### src/hdl/vpr_defs.svh
`ifndef VPR_DEFS_SVH
`define VPR_DEFS_SVH

// Register byte offsets.
`define VPR_OFS_MCR_A     8'h00
`define VPR_OFS_MCR_B     8'h04
`define VPR_OFS_DPC       8'h08
`define VPR_OFS_WDT       8'h0C
`define VPR_OFS_CMD       8'h10
`define VPR_OFS_STAT      8'h14

// Reset values.
`define VPR_MCR_RST       8'h00
`define VPR_DPC_RST       16'h0000
`define VPR_WDT_RST       16'h0000

// Port master control fields.
`define VPR_MCR_DIR       1:0
`define VPR_MCR_POL       2
`define VPR_MCR_FMT       4:3

// Datapath control fields.
`define VPR_DPC_SCL_SEL   1:0
`define VPR_DPC_SCL_QUAL  2
`define VPR_DPC_CLP_SEL   4:3
`define VPR_DPC_CLP_QUAL  5
`define VPR_DPC_OSYNC     7:6
`define VPR_DPC_ROUTE_A   8
`define VPR_DPC_ROUTE_B   9
`define VPR_DPC_D_BYPASS  10
`define VPR_DPC_GEN_PORT  12:11

// Watchdog control fields.
`define VPR_WDT_WATCHDOG_TIMEOUT_COUNT     9:0
`define VPR_WDT_RUN       10
`define VPR_WDT_FSRC      12:11
`define VPR_WDT_ILACE     13

// Command bits (write only, self clearing).
`define VPR_CMD_SW_FSYNC  0
`define VPR_CMD_CLR_LOST  1

// Status fields.
`define VPR_STAT_FID      0
`define VPR_STAT_TOGGLE   1
`define VPR_STAT_LOST     2
`define VPR_STAT_COUNT    25:16

// Watchdog prescale of the core clock.
`define VPR_WD_PRESCALE   49152

`endif

### src/hdl/vpr_pkg.sv
`default_nettype none

package vpr_pkg;

    // Port direction modes.
    typedef enum logic [1:0] {
        VPR_DIR_IN     = 2'b00,
        VPR_DIR_OUT    = 2'b01,
        VPR_DIR_PIXDUP = 2'b10,
        VPR_DIR_FLDDUP = 2'b11
    } vpr_dir_t;

    // Pixel formats; the 12-bit one is input only.
    typedef enum logic [1:0] {
        VPR_FMT_YC16  = 2'b00,
        VPR_FMT_YC12  = 2'b01,
        VPR_FMT_RGB16 = 2'b10,
        VPR_FMT_RGB8  = 2'b11
    } vpr_fmt_t;

    // Input processor stream sources.
    typedef enum logic [1:0] {
        VPR_SRC_A    = 2'b00,
        VPR_SRC_B    = 2'b01,
        VPR_SRC_OPU  = 2'b10,
        VPR_SRC_HOST = 2'b11
    } vpr_src_t;

    // Master field sync sources.
    typedef enum logic [1:0] {
        VPR_FS_A    = 2'b00,
        VPR_FS_B    = 2'b01,
        VPR_FS_WDOG = 2'b10,
        VPR_FS_SW   = 2'b11
    } vpr_fsync_t;

endpackage

`default_nettype wire

### src/hdl/vpr_top.sv
// The address-and-strobe port and the register offsets were chosen for this implementation.
`include "vpr_defs.svh"
`default_nettype none

module vpr_top #(
    parameter int PRESCALE = `VPR_WD_PRESCALE
) (
    // Clock and reset.
    input  wire logic        CORE_CLK,
    input  wire logic        SYS_RST,
    // Register port.
    input  wire logic [7:0]  REG_ADDR,
    input  wire logic [31:0] REG_WDATA,
    input  wire logic        REG_WR,
    input  wire logic        REG_RD,
    output logic      [31:0] REG_RDATA,
    // Video port A.
    input  wire logic [15:0] PORT_A_DATA_I,
    output logic      [15:0] PORT_A_DATA_O,
    output logic             PORT_A_DATA_OE,
    input  wire logic        PORT_A_VS,
    input  wire logic        PORT_A_HS,
    input  wire logic        PORT_A_PIXEL_PHASE,
    output logic             PORT_A_INPUT_ENABLE_N,
    output vpr_pkg::vpr_fmt_t PORT_A_FMT,
    output logic             GEN_ATTACH_A,
    // Video port B.
    input  wire logic [15:0] PORT_B_DATA_I,
    output logic      [15:0] PORT_B_DATA_O,
    output logic             PORT_B_DATA_OE,
    input  wire logic        PORT_B_VS,
    input  wire logic        PORT_B_HS,
    input  wire logic        PORT_B_PIXEL_PHASE,
    output logic             PORT_B_INPUT_ENABLE_N,
    output vpr_pkg::vpr_fmt_t PORT_B_FMT,
    output logic             GEN_ATTACH_B,
    // Codec handshake on port B.
    input  wire logic        CODEC_STALL_REQUEST_N,
    output logic             CODEC_STALL_N,
    // Internal sync generator references.
    input  wire logic        GEN_VS,
    input  wire logic        GEN_HS,
    // Output processor stream.
    input  wire logic [15:0] OPU_DATA,
    input  wire logic        OPU_VALID,
    output logic             OPU_HOLD,
    output logic             OPU_SYNC_VS,
    output logic             OPU_SYNC_HS,
    // Scaling input processor feed.
    output logic      [15:0] SCL_DATA,
    output logic             SCL_VALID,
    output logic             SCL_VS,
    output logic             SCL_HS,
    input  wire logic        SCL_BUSY,
    // Clipping input processor feed and host bypass.
    input  wire logic [15:0] HOST_DATA,
    input  wire logic        HOST_VALID,
    output logic      [15:0] CLP_DATA,
    output logic             CLP_VALID,
    output logic             CLP_VS,
    output logic             CLP_HS,
    output logic             CLP_BYPASS,
    input  wire logic        CLP_BUSY,
    // FIFO D to host bypass.
    input  wire logic [15:0] FIFOD_DATA,
    input  wire logic        FIFOD_VALID,
    output logic      [15:0] HOST_RD_DATA,
    output logic             HOST_RD_VALID,
    // Field and watchdog status.
    output logic             FIELD_ID,
    output logic             FIELD_TOGGLE,
    output logic             WDOG_PULSE,
    output logic             SYNC_LOST
);
    import vpr_pkg::*;

    logic [7:0]  mcr_a_reg;
    logic [7:0]  mcr_b_reg;
    logic [15:0] dpc_reg;
    logic [15:0] wdt_reg;
    logic [15:0] pre_reg;
    logic [9:0]  cnt_reg;
    logic        run_q_reg;
    logic        a_vs_q_reg;
    logic        b_vs_q_reg;
    logic        fid_reg;
    logic        tog_reg;
    logic        lost_reg;
    logic        wd_pulse;
    logic        tick;
    logic        sw_fsync;
    logic        clr_lost;
    logic        a_vs_rise;
    logic        b_vs_rise;
    logic        master_evt;
    logic        port_sync_evt;
    logic        a_in_act;
    logic        b_in_act;
    vpr_dir_t    dir_a;
    vpr_dir_t    dir_b;
    vpr_src_t    scl_sel;
    vpr_src_t    clp_sel;
    vpr_fsync_t  fsrc;

    assign dir_a   = vpr_dir_t'(mcr_a_reg[`VPR_MCR_DIR]);
    assign dir_b   = vpr_dir_t'(mcr_b_reg[`VPR_MCR_DIR]);
    assign scl_sel = vpr_src_t'(dpc_reg[`VPR_DPC_SCL_SEL]);
    assign clp_sel = vpr_src_t'(dpc_reg[`VPR_DPC_CLP_SEL]);
    assign fsrc    = vpr_fsync_t'(wdt_reg[`VPR_WDT_FSRC]);

    // Software writes of control registers.
    always_ff @(posedge CORE_CLK) begin
        if (SYS_RST) begin
            mcr_a_reg <= `VPR_MCR_RST;
            mcr_b_reg <= `VPR_MCR_RST;
            dpc_reg   <= `VPR_DPC_RST;
            wdt_reg   <= `VPR_WDT_RST;
        end else if (REG_WR) begin
            case (REG_ADDR)
                `VPR_OFS_MCR_A: mcr_a_reg <= REG_WDATA[7:0];
                `VPR_OFS_MCR_B: mcr_b_reg <= REG_WDATA[7:0];
                `VPR_OFS_DPC:   dpc_reg   <= REG_WDATA[15:0];
                `VPR_OFS_WDT:   wdt_reg   <= REG_WDATA[15:0];
                default:        ;
            endcase
        end
    end

    // Command strobes last only the write cycle.
    assign sw_fsync = REG_WR && REG_ADDR == `VPR_OFS_CMD
                      && REG_WDATA[`VPR_CMD_SW_FSYNC];
    assign clr_lost = REG_WR && REG_ADDR == `VPR_OFS_CMD
                      && REG_WDATA[`VPR_CMD_CLR_LOST];

    // Read data stands in the cycle after the strobe; unmapped reads zero.
    always_ff @(posedge CORE_CLK) begin
        if (SYS_RST) begin
            REG_RDATA <= 32'h0000_0000;
        end else if (REG_RD) begin
            case (REG_ADDR)
                `VPR_OFS_MCR_A: REG_RDATA <= {24'h000000, mcr_a_reg};
                `VPR_OFS_MCR_B: REG_RDATA <= {24'h000000, mcr_b_reg};
                `VPR_OFS_DPC:   REG_RDATA <= {16'h0000, dpc_reg};
                `VPR_OFS_WDT:   REG_RDATA <= {16'h0000, wdt_reg};
                `VPR_OFS_STAT:  REG_RDATA <= {6'h00, cnt_reg, 13'h0000,
                                              lost_reg, tog_reg, fid_reg};
                default:        REG_RDATA <= 32'h0000_0000;
            endcase
        end else begin
            REG_RDATA <= 32'h0000_0000;
        end
    end

    // Input enables per direction mode.
    // direction modes
    always_comb begin
        case (dir_a)
            VPR_DIR_IN:  PORT_A_INPUT_ENABLE_N = 1'b0;
            VPR_DIR_OUT: PORT_A_INPUT_ENABLE_N = 1'b1;
            default:     PORT_A_INPUT_ENABLE_N =
                             PORT_A_PIXEL_PHASE ^ mcr_a_reg[`VPR_MCR_POL];
        endcase
        case (dir_b)
            VPR_DIR_IN:  PORT_B_INPUT_ENABLE_N = 1'b0;
            VPR_DIR_OUT: PORT_B_INPUT_ENABLE_N = 1'b1;
            default:     PORT_B_INPUT_ENABLE_N =
                             PORT_B_PIXEL_PHASE ^ mcr_b_reg[`VPR_MCR_POL];
        endcase
    end
    assign a_in_act = !PORT_A_INPUT_ENABLE_N;
    assign b_in_act = !PORT_B_INPUT_ENABLE_N;

    // Generator attach comes from one field, so both can never be set.
    // single attach
    assign GEN_ATTACH_A = dpc_reg[`VPR_DPC_GEN_PORT] == 2'b01;
    assign GEN_ATTACH_B = dpc_reg[`VPR_DPC_GEN_PORT] == 2'b10;

    // Port formats; a 12-bit request on an output-only port becomes 16-bit.
    // format coercion
    always_ff @(posedge CORE_CLK) begin
        if (SYS_RST) begin
            PORT_A_FMT <= VPR_FMT_YC16;
            PORT_B_FMT <= VPR_FMT_YC16;
        end else begin
            PORT_A_FMT <= (dir_a == VPR_DIR_OUT
                           && mcr_a_reg[`VPR_MCR_FMT] == VPR_FMT_YC12)
                          ? VPR_FMT_YC16 : vpr_fmt_t'(mcr_a_reg[`VPR_MCR_FMT]);
            PORT_B_FMT <= (dir_b == VPR_DIR_OUT
                           && mcr_b_reg[`VPR_MCR_FMT] == VPR_FMT_YC12)
                          ? VPR_FMT_YC16 : vpr_fmt_t'(mcr_b_reg[`VPR_MCR_FMT]);
        end
    end

    // Output buffers drive the processor stream when routed and not in input phase.
    // output routing
    always_ff @(posedge CORE_CLK) begin
        if (SYS_RST) begin
            PORT_A_DATA_O  <= 16'h0000;
            PORT_B_DATA_O  <= 16'h0000;
            PORT_A_DATA_OE <= 1'b0;
            PORT_B_DATA_OE <= 1'b0;
        end else begin
            PORT_A_DATA_O  <= OPU_DATA;
            PORT_B_DATA_O  <= OPU_DATA;
            PORT_A_DATA_OE <= dpc_reg[`VPR_DPC_ROUTE_A] && !a_in_act;
            PORT_B_DATA_OE <= dpc_reg[`VPR_DPC_ROUTE_B] && !b_in_act;
        end
    end

    // Codec pacing on port B.
    // codec handshake
    assign OPU_HOLD      = dpc_reg[`VPR_DPC_ROUTE_B] && !CODEC_STALL_REQUEST_N;
    assign CODEC_STALL_N = !(b_in_act && (SCL_BUSY || CLP_BUSY));

    // Output processor sync source.
    // output sync select
    always_comb begin
        case (dpc_reg[`VPR_DPC_OSYNC])
            2'b01: begin
                OPU_SYNC_VS = PORT_A_VS;
                OPU_SYNC_HS = PORT_A_HS;
            end
            2'b10: begin
                OPU_SYNC_VS = PORT_B_VS;
                OPU_SYNC_HS = PORT_B_HS;
            end
            default: begin
                OPU_SYNC_VS = GEN_VS;
                OPU_SYNC_HS = GEN_HS;
            end
        endcase
    end

    // FIFO D to host bypass.
    // host bypass
    always_ff @(posedge CORE_CLK) begin
        if (SYS_RST) begin
            HOST_RD_DATA  <= 16'h0000;
            HOST_RD_VALID <= 1'b0;
        end else begin
            HOST_RD_DATA  <= FIFOD_DATA;
            HOST_RD_VALID <= FIFOD_VALID && dpc_reg[`VPR_DPC_D_BYPASS];
        end
    end

    // Scaler input multiplexer.
    // scaler mux
    always_ff @(posedge CORE_CLK) begin
        if (SYS_RST) begin
            SCL_DATA  <= 16'h0000;
            SCL_VALID <= 1'b0;
            SCL_VS    <= 1'b0;
            SCL_HS    <= 1'b0;
        end else begin
            case (scl_sel)
                VPR_SRC_A: begin
                    SCL_DATA  <= PORT_A_DATA_I;
                    SCL_VALID <= a_in_act && (PORT_A_PIXEL_PHASE
                                 || !dpc_reg[`VPR_DPC_SCL_QUAL]);
                    SCL_VS    <= PORT_A_VS;
                    SCL_HS    <= PORT_A_HS;
                end
                VPR_SRC_B: begin
                    SCL_DATA  <= PORT_B_DATA_I;
                    SCL_VALID <= b_in_act && (PORT_B_PIXEL_PHASE
                                 || !dpc_reg[`VPR_DPC_SCL_QUAL]);
                    SCL_VS    <= PORT_B_VS;
                    SCL_HS    <= PORT_B_HS;
                end
                default: begin
                    SCL_DATA  <= OPU_DATA;
                    SCL_VALID <= OPU_VALID;
                    SCL_VS    <= GEN_VS;
                    SCL_HS    <= GEN_HS;
                end
            endcase
        end
    end

    // Clipper input multiplexer, with host data going straight to its FIFO.
    // clipper mux
    always_ff @(posedge CORE_CLK) begin
        if (SYS_RST) begin
            CLP_DATA   <= 16'h0000;
            CLP_VALID  <= 1'b0;
            CLP_VS     <= 1'b0;
            CLP_HS     <= 1'b0;
            CLP_BYPASS <= 1'b0;
        end else begin
            CLP_BYPASS <= clp_sel == VPR_SRC_HOST;
            case (clp_sel)
                VPR_SRC_A: begin
                    CLP_DATA  <= PORT_A_DATA_I;
                    CLP_VALID <= a_in_act && (PORT_A_PIXEL_PHASE
                                 || !dpc_reg[`VPR_DPC_CLP_QUAL]);
                    CLP_VS    <= PORT_A_VS;
                    CLP_HS    <= PORT_A_HS;
                end
                VPR_SRC_B: begin
                    CLP_DATA  <= PORT_B_DATA_I;
                    CLP_VALID <= b_in_act && (PORT_B_PIXEL_PHASE
                                 || !dpc_reg[`VPR_DPC_CLP_QUAL]);
                    CLP_VS    <= PORT_B_VS;
                    CLP_HS    <= PORT_B_HS;
                end
                VPR_SRC_OPU: begin
                    CLP_DATA  <= OPU_DATA;
                    CLP_VALID <= OPU_VALID;
                    CLP_VS    <= GEN_VS;
                    CLP_HS    <= GEN_HS;
                end
                default: begin
                    CLP_DATA  <= HOST_DATA;
                    CLP_VALID <= HOST_VALID;
                    CLP_VS    <= 1'b0;
                    CLP_HS    <= 1'b0;
                end
            endcase
        end
    end

    // Vertical sync edge detection on the port inputs.
    always_ff @(posedge CORE_CLK) begin
        if (SYS_RST) begin
            a_vs_q_reg <= 1'b0;
            b_vs_q_reg <= 1'b0;
        end else begin
            a_vs_q_reg <= PORT_A_VS;
            b_vs_q_reg <= PORT_B_VS;
        end
    end
    assign a_vs_rise = PORT_A_VS && !a_vs_q_reg;
    assign b_vs_rise = PORT_B_VS && !b_vs_q_reg;

    // Master field sync selection.
    // field sync select
    always_comb begin
        case (fsrc)
            VPR_FS_A:    master_evt = a_vs_rise;
            VPR_FS_B:    master_evt = b_vs_rise;
            VPR_FS_WDOG: master_evt = wd_pulse;
            default:     master_evt = sw_fsync;
        endcase
    end
    assign port_sync_evt = (fsrc == VPR_FS_A && a_vs_rise)
                           || (fsrc == VPR_FS_B && b_vs_rise);

    // Field id from horizontal sync level at a port vertical edge, flips on other sources, zero when progressive; toggle flips.
    // field logic
    always_ff @(posedge CORE_CLK) begin
        if (SYS_RST) begin
            fid_reg <= 1'b0;
            tog_reg <= 1'b0;
        end else begin
            if (master_evt) begin
                tog_reg <= !tog_reg;
            end
            if (!wdt_reg[`VPR_WDT_ILACE]) begin
                fid_reg <= 1'b0;
            end else if (master_evt) begin
                case (fsrc)
                    VPR_FS_A: fid_reg <= PORT_A_HS;
                    VPR_FS_B: fid_reg <= PORT_B_HS;
                    default:  fid_reg <= !fid_reg;
                endcase
            end
        end
    end
    assign FIELD_ID     = fid_reg;
    assign FIELD_TOGGLE = tog_reg;

    // Prescaler produces one tick every PRESCALE clocks while running.
    // prescaler tick
    always_ff @(posedge CORE_CLK) begin
        if (SYS_RST || !wdt_reg[`VPR_WDT_RUN]) begin
            pre_reg <= 16'h0000;
        end else if (tick) begin
            pre_reg <= 16'h0000;
        end else begin
            pre_reg <= pre_reg + 16'h0001;
        end
    end
    assign tick = wdt_reg[`VPR_WDT_RUN] && pre_reg == 16'(PRESCALE - 1);

    // Timeout counter; a port sync restarts it, expiry pulses and reloads.
    // watchdog counter
    always_ff @(posedge CORE_CLK) begin
        if (SYS_RST) begin
            cnt_reg   <= 10'h000;
            run_q_reg <= 1'b0;
        end else begin
            run_q_reg <= wdt_reg[`VPR_WDT_RUN];
            if (wdt_reg[`VPR_WDT_RUN] && !run_q_reg) begin
                cnt_reg <= wdt_reg[`VPR_WDT_WATCHDOG_TIMEOUT_COUNT];
            end else if (port_sync_evt || wd_pulse) begin
                cnt_reg <= wdt_reg[`VPR_WDT_WATCHDOG_TIMEOUT_COUNT];
            end else if (tick && cnt_reg != 10'h000) begin
                cnt_reg <= cnt_reg - 10'h001;
            end
        end
    end
    assign wd_pulse = tick && run_q_reg && cnt_reg <= 10'h001;
    assign WDOG_PULSE = wd_pulse;

    // Sync loss is sticky; a new loss wins over a clear in the same cycle.
    // sync loss flag
    always_ff @(posedge CORE_CLK) begin
        if (SYS_RST) begin
            lost_reg <= 1'b0;
        end else if (wd_pulse && (fsrc == VPR_FS_A || fsrc == VPR_FS_B)) begin
            lost_reg <= 1'b1;
        end else if (clr_lost) begin
            lost_reg <= 1'b0;
        end
    end
    assign SYNC_LOST = lost_reg;

    property p_in_only;
        @(posedge CORE_CLK) disable iff (SYS_RST)
        dir_a == VPR_DIR_IN |-> !PORT_A_INPUT_ENABLE_N;
    endproperty
    a_in_only: assert property (p_in_only)
        else $error("input only port A enable not low");

    property p_out_only;
        @(posedge CORE_CLK) disable iff (SYS_RST)
        dir_b == VPR_DIR_OUT |-> PORT_B_INPUT_ENABLE_N && !b_in_act;
    endproperty
    a_out_only: assert property (p_out_only)
        else $error("output only port B enable not high");

    property p_duplex;
        @(posedge CORE_CLK) disable iff (SYS_RST)
        dir_a[1] |-> PORT_A_INPUT_ENABLE_N ==
                     (PORT_A_PIXEL_PHASE ^ mcr_a_reg[`VPR_MCR_POL]);
    endproperty
    a_duplex: assert property (p_duplex)
        else $error("duplex enable does not follow pixel phase");

    property p_attach;
        @(posedge CORE_CLK) disable iff (SYS_RST)
        !(GEN_ATTACH_A && GEN_ATTACH_B);
    endproperty
    a_attach: assert property (p_attach)
        else $error("both ports attached to sync generator");

    property p_fid_zero;
        @(posedge CORE_CLK) disable iff (SYS_RST)
        !wdt_reg[`VPR_WDT_ILACE] |=> !FIELD_ID;
    endproperty
    a_fid_zero: assert property (p_fid_zero)
        else $error("field id not zero for progressive stream");

    property p_toggle;
        @(posedge CORE_CLK) disable iff (SYS_RST)
        (fsrc == VPR_FS_SW && sw_fsync) |=> FIELD_TOGGLE != $past(tog_reg);
    endproperty
    a_toggle: assert property (p_toggle)
        else $error("software field sync did not toggle");

    property p_wd_pulse;
        @(posedge CORE_CLK) disable iff (SYS_RST)
        WDOG_PULSE |=> !WDOG_PULSE ##0 cnt_reg == $past(wdt_reg[9:0]);
    endproperty
    a_wd_pulse: assert property (p_wd_pulse)
        else $error("watchdog pulse not single or counter not reloaded");

    property p_reload;
        @(posedge CORE_CLK) disable iff (SYS_RST)
        $rose(wdt_reg[`VPR_WDT_RUN]) |=> cnt_reg == $past(wdt_reg[9:0]);
    endproperty
    a_reload: assert property (p_reload)
        else $error("re-enable did not reload the timeout");

    property p_opu_sync;
        @(posedge CORE_CLK) disable iff (SYS_RST)
        scl_sel == VPR_SRC_OPU |=> SCL_VS == $past(GEN_VS)
                                   && SCL_VALID == $past(OPU_VALID);
    endproperty
    a_opu_sync: assert property (p_opu_sync)
        else $error("scaler fed by output processor without generator sync");

    property p_no_out12;
        @(posedge CORE_CLK) disable iff (SYS_RST)
        dir_a == VPR_DIR_OUT |=> PORT_A_FMT != VPR_FMT_YC12;
    endproperty
    a_no_out12: assert property (p_no_out12)
        else $error("12-bit format offered on output port");

endmodule

`default_nettype wire

### config.mk
export PLATFORM = sky130hd
export DESIGN_NAME = vpr_top
export DESIGN_NICKNAME = d
export VERILOG_FILES = /design/src/hdl/vpr_pkg.sv /design/src/hdl/vpr_top.sv
export VERILOG_INCLUDE_DIRS = /design/src /design/src/hdl
export SDC_FILE = /design/constraint.sdc
export NUM_CORES = 1
export LEC_CHECK = 0
export BUFFER_PORTS_ARGS = -buffer_cell sky130_fd_sc_hd__buf_2
export CAP_MARGIN = 20
export CORE_MARGIN = 2
export CORE_UTILIZATION = 50
export CTS_CLUSTER_SIZE = 10
export DETAILED_ROUTE_END_ITERATION = 16
export GPL_TIMING_DRIVEN = 0
export PLACE_DENSITY = 0.81
export SYNTH_ARGS = -nofsm -noshare
export SYNTH_HDL_FRONTEND = slang
export SYNTH_SLANG_ARGS = --single-unit
### constraint.sdc
create_clock -name CORE_CLK -period 3.9 [get_ports CORE_CLK]
set_input_delay 0.195 -clock CORE_CLK [delete_from_list [all_inputs] [get_ports CORE_CLK]]
set_output_delay 0.195 -clock CORE_CLK [all_outputs]
set_load 0.01 [all_outputs]
==> impl_metrics.csv, run 1 <==
group,metric,value,unit
routing,routed-wl-met3,2162,um
cts,cts_buffers,17,
placed_design,hpwlAfterDp,17420,um
logic_synthesis,synthTopCellsByArea,"dfxtp_1 49%, mux4_2 4.8%, nor2_1 4.8%",
cts,cts_hold_buf,15,
critical_path,cp-end-kind,"register",
placed_design,port-buffer-count,252,
logic_synthesis,synthesis.area,7488,um2
layout,largest_register_ffs,26,
cts,cts_setup_buffers,0,
floorplan,coreArea,14590,um2
timing,timing.hold.ws,15.67,ps
logic_synthesis,avgSynthCellArea,9.314,um2
hold_path,hold_class,"primary input to register",
logic_synthesis,synth_edf_count,0,
routing,via_per_inst,5.523,
logic_synthesis,ys.warnings.count,0,
logic_synthesis,synth_seq_cells,184,
cts,clock_path_buffers,2,
pwr,ir_drop,422.0,uV
critical_path,cp.arrival,2940,ps
routing,highest_layer,"met5",
floorplan,dieArea,15970,um2
routing,wl_met1,8973,um
cts,cts_resized,0,
cts,root_buffer,"clkbuf_16",
global_routing,grt_pass1_vias,6705,
logic_synthesis,synth_top_cell_area_share,49.19,%
timing,rsz0062_at_grt,"no",
routing,drt_wl_total,23420,um
routing,drt-initial-drc-count,718,
timing,fin_crit,2626,ps
timing,finalHoldViolCount,0,
timing,slew_headroom,40.03,%
layout,top_register,"REG_RDATA",
critical_path,required,4210,ps
timing,tns,0,ps
global_routing,track_usage,28.06,%
logic_synthesis,yosysSeqAreaShare,49.19,%
global_routing,grt_overflow,0,
timing,tightest_slew,892.1,ps
floorplan,die_y,126.4,um
logic_synthesis,synthArstFlopShare,0,%
layout,fill_cells,1176,
timing,period_share,67.34,%
global_routing,grt_antenna_before_repair,3,
timing,drv_slew,0,
routing,first_pass_iters,5,
critical_path,crit_fanout,7,
cts,cts_sinks,184,
placed_design,dpl_cell_area,8999,um2
critical_path,critPathKind,"register to register",
pwr,p_leak,4.248,nW
layout,nets,1240,
run,cap_violations,0,
cts,cts.clk_slew.worst_paths,70,ps
logic_synthesis,synth_common_cells,"184 x dfxtp_1, 96 x nor2_1, 90 x nand2_1",
routing,wl_met2,11370,um
logic_synthesis,synth_flop_cell,"dfxtp_1",
timing,fin_skew,6.144,ps
routing,drc,0,
pwr,power.density,419.9,nW/um2
timing,final.setup.worst_slack,1274,ps
logic_synthesis,synth_top_cell_by_area,"dfxtp_1",
floorplan,io_pins,276,
floorplan,rows,44,
layout,final_util,67.16,%
layout,layout-drive-gt1-share,30.48,%
layout,finalInstanceArea,9798,um2
routing,ant_nets,0,
floorplan,die_x,126.4,um
layout,syn2layout_area_growth,30.84,%
logic_synthesis,postSynthCellCount,804,
timing,max_freq,380.8,MHz
cts,clock_latency,420,ps
floorplan,start_util,51.33,%
logic_synthesis,synthDistinctLibCells,57,
critical_path,cp-start-kind,"register",
routing,via_count,7152,
routing,wire_per_inst,18.09,um
timing,setup_violations,0,
status,outcome,"complete, no violations",
global_routing,grt_pass1_wl,35110,um
logic_synthesis,yosysMostFrequentCell,"dfxtp_1",
global_routing,grt_max_degree,17,
placed_design,place_congestion,0.9432,
cts,cts_tree,"built",
cts,h-tree-depth,4,
placed_design,pre_cts_slack,1349,ps
## placed cells by master (no fill, tap or decap), drive strengths merged, types with 8 or more instances in the layout
cell type	Yosys	routed
nor2	96	96
dlygate4sd3	0	15
and3	8	8
xnor2	11	11
mux4	16	16
nor4	9	9
o21ai	8	8
a22oi	14	14
dfxtp	184	184
inv	18	19
and2	27	27
nand2	90	90
nand3	17	17
mux2i	34	34
a222oi	8	8
nor3	12	12
nor2b	44	44
buf	29	281
clkbuf	39	61
a21oi	71	71
## report_power, final
part / switching, mW / internal (mW)
logic: 0.173 / 0.151
clock network: 0.727 / 1.13
registers: 0.0150 / 1.92
total: 0.916 / 3.20
## critical path: stages (launching register included)
cell and delay [ps]:
dfxtp_1 420, inv_1 110, ha_1 270, o21a_1 220, and4_1 210, clkbuf_1 180, a21boi_1 450, nor2_1 260
a221o_1 400
## area by class of cell
cell class              count  area (um2)  share of cell area, %
flip-flops and latches    184        3684                  37.59
multi-input cells         538        3403                  34.73
repair buffers            268        1416                  14.46
clock buffers              21       470.5                  4.801
plain buffers              68       349.1                  3.563
well taps                 184       230.2                  2.350
clock inverters            11       168.9                  1.724
inverters                  19       71.32                 0.7279
diodes                      2       5.005                0.05108
## path summary, 6_finish.rpt
kind | slack [ps] | endpoint | startpoint | cells past startpoint
min reg2reg | 460 | mcr_b_reg[5]$_SDFFE_PP0P_ | mcr_b_reg[5]$_SDFFE_PP0P_ | 2
max reg2reg | 1270 | cnt_reg[4]$_SDFFE_PP0P_ | cnt_reg[0]$_SDFFE_PP0P_ | 8
min | 20 | PORT_B_DATA_O[11]$_SDFF_PP0_ | OPU_DATA[11] | 2
max | 1270 | cnt_reg[4]$_SDFFE_PP0P_ | cnt_reg[0]$_SDFFE_PP0P_ | 8
## cells by family (layout without fill, tap and decap cells)
| group | count (synthesis) | in the layout | share of synthesized area (%) |
|---|---|---|---|
| adder cells (fa/ha/maj) | 6 | 6 | 1.002 |
| flip-flops | 184 | 184 | 49.19 |
| other | 1 | 8 | 0.05008 |
| buffers and inverters | 87 | 387 | 5.614 |
| XOR/XNOR | 17 | 17 | 1.988 |
| multiplexers | 51 | 51 | 9.507 |
| AND/OR/NAND/NOR | 326 | 326 | 21.42 |
| AO/OA/AOI/OAI | 132 | 132 | 11.23 |
## routing by layer
metal  vias up  global-route usage [%]
li1       3338                       -
met1      3307                   34.39
met2       440                   47.44
met3        65                   6.537
met4         2                   11.89
met5         -                       0
## through the flow
| stage | total power [mW] | cells |
|---|---|---|
| floorplan | 2.120 | 809 |
| global route | 4.229 | 1295 |
| global placement | 2.277 | 1245 |
| finish | 4.114 | 1295 |
| detailed placement | 2.284 | 1245 |
| CTS | 4.123 | 1292 |
Power figures use the tool's default switching activity.
==> run 2: changes to the inputs <==
--- a/config.mk
+++ b/config.mk
@@ -6,6 +6,7 @@
 export SDC_FILE = /design/constraint.sdc
 export NUM_CORES = 1
 export LEC_CHECK = 0
+export ABC_AREA = 1
 export BUFFER_PORTS_ARGS = -buffer_cell sky130_fd_sc_hd__buf_2
 export CAP_MARGIN = 20
 export CORE_MARGIN = 2
@@ -13,7 +14,7 @@
 export CTS_CLUSTER_SIZE = 10
 export DETAILED_ROUTE_END_ITERATION = 16
 export GPL_TIMING_DRIVEN = 0
-export PLACE_DENSITY = 0.81
+export PLACE_DENSITY = 0.8
 export SYNTH_ARGS = -nofsm -noshare
 export SYNTH_HDL_FRONTEND = slang
 export SYNTH_SLANG_ARGS = --single-unit
==> constraint.sdc (replaced) <==
create_clock -name CORE_CLK -period 2.5 [get_ports CORE_CLK]
set_input_delay 0.125 -clock CORE_CLK [delete_from_list [all_inputs] [get_ports CORE_CLK]]
set_output_delay 0.125 -clock CORE_CLK [all_outputs]
set_load 0.01 [all_outputs]
==> run 2 against run 1 <==
  * Sequential power increased by 56%
  * Routed wire length increased by 13%
  * Register-to-register slack got worse by 760 ps
  * Largest power group unchanged
  * Cell area increased by 9.9%
  * Critical path type is now register to output port
  * Via count increased by 22%
  * Final cell count increased by 28%
  * Sequential share of layout area decreased by 3.4 points
  * Utilization increased by 1.3 points
  * Die area increased by 6.1%
==> impl_metrics.csv, run 2 <==
group,metric,value,unit
floorplan,io_pins,276,
timing,fin_skew,6.969,ps
global_routing,grt_max_degree,17,
critical_path,startpoint,"cnt_reg[0]$_SDFFE_PP0P_",
layout,mostFrequentLayoutCells,"260 x buf_2, 184 x dfxtp_1, 174 x nand2_1",
layout,layout-drive-gt1-share,24.43,%
cts,clock_latency,440,ps
logic_synthesis,synth_compound_area_share,11.55,%
logic_synthesis,ys.warnings.count,0,
status,outcome,"complete, no violations",
layout,largest_register_ffs,26,
cts,h-tree-depth,4,
routing,drt_wl_total,26550,um
routing,via_per_inst,5.244,
floorplan,rows,46,
routing,first_pass_iters,7,
global_routing,track_usage,30.11,%
cts,root_buffer,"clkbuf_16",
logic_synthesis,synth_common_cells,"184 x dfxtp_1, 174 x nand2_1, 173 x nor2_1",
global_routing,grt_overflow,0,
floorplan,coreArea,15710,um2
timing,rsz0062_at_grt,"no",
pwr,ir_drop,467.1,uV
critical_path,cp-start-kind,"register",
logic_synthesis,synth_xor_xnor_area_share,1.100,%
placed_design,dp_cells,1566,
timing,setup_violations,0,
run,cap_violations,0,
critical_path,cp.arrival,2100,ps
critical_path,crit_fanout,10,
logic_synthesis,yosysSeqAreaShare,46.26,%
timing,drv_slew,0,
routing,via_count,8721,
critical_path,required,2380,ps
logic_synthesis,synthTopCellsByArea,"dfxtp_1 46%, nand2_1 8.2%, nor2_1 8.2%",
placed_design,hpwlAfterDp,19030,um
timing,timing.hold.ws,12.20,ps
timing,slew_headroom,57.83,%
placed_design,port-buffer-count,253,
critical_path,critPathKind,"register to output port",
pwr,p_leak,5.368,nW
placed_design,place_congestion,0.9404,
logic_synthesis,avgSynthCellArea,7.292,um2
cts,cts_hold_buf,63,
logic_synthesis,synth_seq_cells,184,
logic_synthesis,synthAdderAreaFrac,0.9428,%
floorplan,die_x,130.2,um
cts,clock_path_buffers,2,
floorplan,dieArea,16950,um2
logic_synthesis,synthArstFlopShare,0,%
layout,mostFrequentLayoutCell,"buf_2",
layout,top_register,"REG_RDATA",
logic_synthesis,synth_top_cell_area_share,46.26,%
floorplan,start_util,50.68,%
cts,cts.clk_slew.worst_paths,70,ps
timing,final.setup.worst_slack,279.6,ps
hold_path,hold_path_startpoint,"PORT_B_HS",
cts,cts_resized,0,
routing,drc,0,
routing,wire_per_inst,15.97,um
layout,syn2layout_area_growth,35.18,%
logic_synthesis,synth_edf_count,0,
logic_synthesis,synthMuxAreaShare,0,%
routing,drt-initial-drc-count,814,
timing,tightest_slew,632.6,ps
logic_synthesis,yosysMostFrequentCell,"dfxtp_1",
logic_synthesis,postSynthCellCount,1092,
cts,cts_buffers,17,
layout,nets,1576,
timing,max_freq,450.4,MHz
cts,cts_sinks,184,
logic_synthesis,synthSimpleGateAreaFrac,28.27,%
timing,finalHoldViolCount,0,
logic_synthesis,synthesis.area,7963,um2
global_routing,grt_pass1_vias,8118,
critical_path,cp-end-kind,"output port",
hold_path,hold_class,"primary input to register",
logic_synthesis,synthDistinctLibCells,43,
routing,ant_nets,0,
floorplan,die_y,130.2,um
timing,tns,0,ps
logic_synthesis,synth_top_cell_by_area,"dfxtp_1",
timing,period_share,88.82,%
cts,cts_setup_buffers,0,
placed_design,pre_cts_slack,606.8,ps
global_routing,grt_pass1_wl,39650,um
logic_synthesis,synth_top_family_by_area,"simple AND/OR/NAND/NOR gates",
logic_synthesis,synth_flop_cell,"dfxtp_1",
critical_path,r2r_start,"dpc_reg[3]$_SDFFE_PP0P_",
cts,cts_tree,"built",
layout,stdcell_count,1663,
pwr,power.density,595.7,nW/um2
timing,fin_crit,2220,ps
global_routing,grt_antenna_before_repair,0,
## run 2: cell types whose count changed after synthesis, sizes merged, moves of 34 or more
| cell | before | now |
|---|---|---|
| inv | 18 | 150 |
| mux2i | 34 | 0 |
| nand2 | 90 | 177 |
| nand3 | 17 | 101 |
| nor2 | 96 | 186 |
| nor2b | 44 | 0 |
| o21ai | 8 | 80 |
## run 2: cell type report
cell class                      instances  area [um2]
Clock buffer                           18       439.2
Fill cell                            1283        4949
Timing Repair Buffer                  316        1897
Sequential cell                       184        3684
Buffer                                 65       369.1
Multi-Input combinational cell        696        3356
Clock inverter                         14       171.4
Antenna cell                            2       5.005
Tap cell                              216       270.3
Inverter                              152       573.1
## run 2: kinds of logic after synthesis
kind of cell	count (synthesis)
other	1
DFF	184
xor gates and xnor gates	10
buffers and inverters	217
adders and majority gates	6
AOI/OAI and AO/OA	166
and+or+nand+nor	508
## run 2: power by group
| group | switching, mW | internal, mW |
|---|---|---|
| Clock | 1.20 | 1.60 |
| Combinational | 0.317 | 0.272 |
| Sequential | 0.0230 | 3.00 |
## run 2: stage by stage
stage	instance area, um2	utilization (%)	power, mW
after floorplan	7981	-	3.316
after global placement	9518	60.57	3.568
after detailed placement	9518	60.57	3.576
after CTS	10760	68.47	6.399
after global routing	10760	68.47	6.583
final	10760	68.51	6.413
## run 2: final timing paths
path | slack, ps | depth (start not counted) | to
max | 280 | 10 | WDOG_PULSE
min | 10 | 5 | CLP_HS$_SDFF_PP0_
max reg2reg | 510 | 5 | CLP_DATA[13]$_SDFF_PP0_
min reg2reg | 460 | 1 | pre_reg[0]$_SDFF_PP0_
## run 2: critical path, stage by stage (launching register included)
cell and delay, ps:
dfxtp_1 360, inv_1 160, ha_1 230, inv_1 60, nand2_1 60, nand3_1 80, nor2_2 190, nand3_4 150
buf_6 170, inv_2 80, buf_2 130
## run 2: metal layers
layer / share of wire [%] / track usage [%] / wire length (um) / vias to the layer above
met4: 4.6 / 16.95 / 1226 / 0
met3: 9.6 / 6.970 / 2550 / 113
li1: - / - / - / 4140
met2: 47 / 49.52 / 12550 / 553
met5: 0 / 0 / 0 / -
met1: 39 / 36.36 / 10230 / 3915
==> run 3: changes to the inputs <==
--- a/config.mk
+++ b/config.mk
@@ -9,6 +9,7 @@
 export ABC_AREA = 1
 export BUFFER_PORTS_ARGS = -buffer_cell sky130_fd_sc_hd__buf_2
 export CAP_MARGIN = 20
+export CORE_ASPECT_RATIO = 1.4
 export CORE_MARGIN = 2
 export CORE_UTILIZATION = 50
 export CTS_CLUSTER_SIZE = 10
==> run 3 against run 2 <==
  * Fmax is 2.1% higher
  * Critical path type unchanged
  * Hold slack improved by 3.2 ps
  * Worst setup slack better by 45 ps
  * Clock-buffer cell count grew 1
  * Power down 4.6%
  * Cell area down 0.35%
  * Global-route usage down 0.21 points
  * Critical endpoint unchanged
  * Sequential power is essentially flat
  * Non-clock buffer count grew 6
  * Die area about the same
  * Sequential cell count unchanged
==> impl_metrics.csv, run 3 (synthesized netlist as in run 2, its figures left out) <==
group,metric,value,unit
status,outcome,"complete, no violations",
hold_path,hold_class,"primary input to register",
timing,fin_skew,12.95,ps
cts,clock_path_buffers,2,
critical_path,worst_path_largest_cell_delay,360,ps
layout,mostFrequentLayoutCell,"buf_2",
critical_path,crit_fanout,10,
pwr,power.density,570.4,nW/um2
placed_design,port-buffer-count,253,
timing,finalHoldViolCount,0,
pwr,ir_drop,517.8,uV
global_routing,grt_pass1_wl,40370,um
floorplan,die_x,110.7,um
cts,clock_latency,440,ps
critical_path,cp.arrival,2050,ps
timing,fin_crit,2175,ps
timing,max_freq,459.7,MHz
pwr,internal_power,4.608,mW
placed_design,hpwlAfterDp,18870,um
critical_path,critPathKind,"register to output port",
layout,nets,1582,
routing,wire_per_inst,15.86,um
critical_path,required,2380,ps
routing,first_pass_iters,9,
routing,drt_wl_total,26080,um
timing,slew_headroom,50.60,%
critical_path,cp_slowest_cell,"dfxtp_1",
routing,via_per_inst,5.204,
routing,drc,0,
floorplan,io_pins,276,
global_routing,grt_antenna_before_repair,0,
critical_path,crit_chain,"inv_1 -> ha_1 -> inv_1 -> nand2_1 -> nand3_1 -> nor2_2 -> nand3_4 -> buf_6 -> inv_2 -> buf_2",
cts,cts_sinks,184,
floorplan,dieArea,16970,um2
critical_path,worst-path-buf-inv,5,
pwr,power_switching,1.511,mW
layout,top_register,"REG_RDATA",
timing,tightest_slew,741.0,ps
pwr,p_leak,5.375,nW
global_routing,grt_pass1_vias,8098,
routing,ant_nets,0,
global_routing,grt_max_degree,17,
critical_path,r2r_start,"dpc_reg[3]$_SDFFE_PP0P_",
critical_path,cp-start-kind,"register",
global_routing,grt_overflow,0,
pwr,power_frac_seq,49.3,%
timing,tns,0,ps
cts,cts_tree,"built",
pwr,netSwitchingFraction,24.70,%
layout,syn2layout_area_growth,34.71,%
timing,rsz0062_at_grt,"no",
cts,cts_buffers,17,
pwr,comb_power_share,9.6,%
critical_path,cp_common_cell,"inv_1",
critical_path,cp-end-kind,"output port",
floorplan,coreArea,15610,um2
timing,period_share,87.02,%
cts,root_buffer,"clkbuf_16",
placed_design,dpl_cell_area,9493,um2
floorplan,start_util,51.02,%
placed_design,place_congestion,0.9348,
routing,drt-initial-drc-count,888,
layout,finalInstanceArea,10730,um2
pwr,power_frac_clock,41.0,%
cts,h-tree-depth,4,
routing,via_count,8560,
critical_path,cp_top_family,"buffers and inverters",
global_routing,track_usage,29.90,%
layout,largest_register_ffs,26,
floorplan,die_y,153.3,um
floorplan,rows,54,
layout,mostFrequentLayoutCells,"260 x buf_2, 184 x dfxtp_1, 174 x nand2_1",
pwr,power,6.119,mW
layout,layout-drive-gt1-share,24.22,%
hold_path,hold_path_startpoint,"PORT_A_DATA_I[10]",
timing,drv_slew,0,
run,cap_violations,0,
critical_path,startpoint,"cnt_reg[0]$_SDFFE_PP0P_",
timing,setup_violations,0,
layout,antenna_cells,0,
cts,cts.clk_slew.worst_paths,70,ps
[run 3: worst min-delay path, stage by stage]
cell and delay (ps):
buf_2 90, nand3_1 70, nand3_1 60, nand2_1 40
inv_1 40
[run 3: final timing paths]
kind / endpoint / slack [ps] / depth (start not counted)
max: WDOG_PULSE / 320 / 10
min reg2reg: pre_reg[0]$_SDFF_PP0_ / 460 / 1
max reg2reg: CLP_VALID$_SDFF_PP0_ / 580 / 5
min: SCL_DATA[10]$_SDFF_PP0_ / 20 / 5
[run 3: metal layers]
layer  up-vias  GRT usage (%)  part of all wire [%]
met5         -              0                     0
met4         0          14.88                   4.5
met3        89          6.701                   8.3
met2       517          54.60                    50
met1      3810          32.28                    37
li1       4144              -                     -
[run 3: timing repair]
action | in CTS | in global routing
resized for setup | 0 | 0
hold endpoints to repair | 78 | 0
endpoints found under the setup margin | 0 | 0
setup buffers | 0 | 0
hold buffers | 69 | 0
[run 3: stage by stage]
step,utilization [%],std cells,setup WS (ps),hold slack (ps)
floorplan,-,1097,932.4,208.9
global placement,60.82,1546,703.3,324.3
detailed placement,60.82,1546,670.5,331.7
CTS,68.73,1645,315.6,2.256
global route,68.73,1645,169.9,24.02
finish,68.73,1645,324.5,15.44
[run 3: area by class of cell]
cell class              count  area [um2]
clock buffers              19       452.9
well taps                 196       245.2
plain buffers              65       369.1
repair buffers            322        1957
flip-flops and latches    184        3684
fillers                  1275        4881
inverters                 152       573.1
multi-input cells         696        3356
clock inverters            11       90.09
[run 3: power by group through the flow]
stage	clock, mW	combinational (mW)	sequential, mW
after detailed placement	0	0.486	3.08
after floorplan	0	0.198	3.12
final	2.51	0.588	3.02
after global routing	2.66	0.631	3.02
after global placement	0	0.480	3.08
after CTS	2.53	0.572	3.02
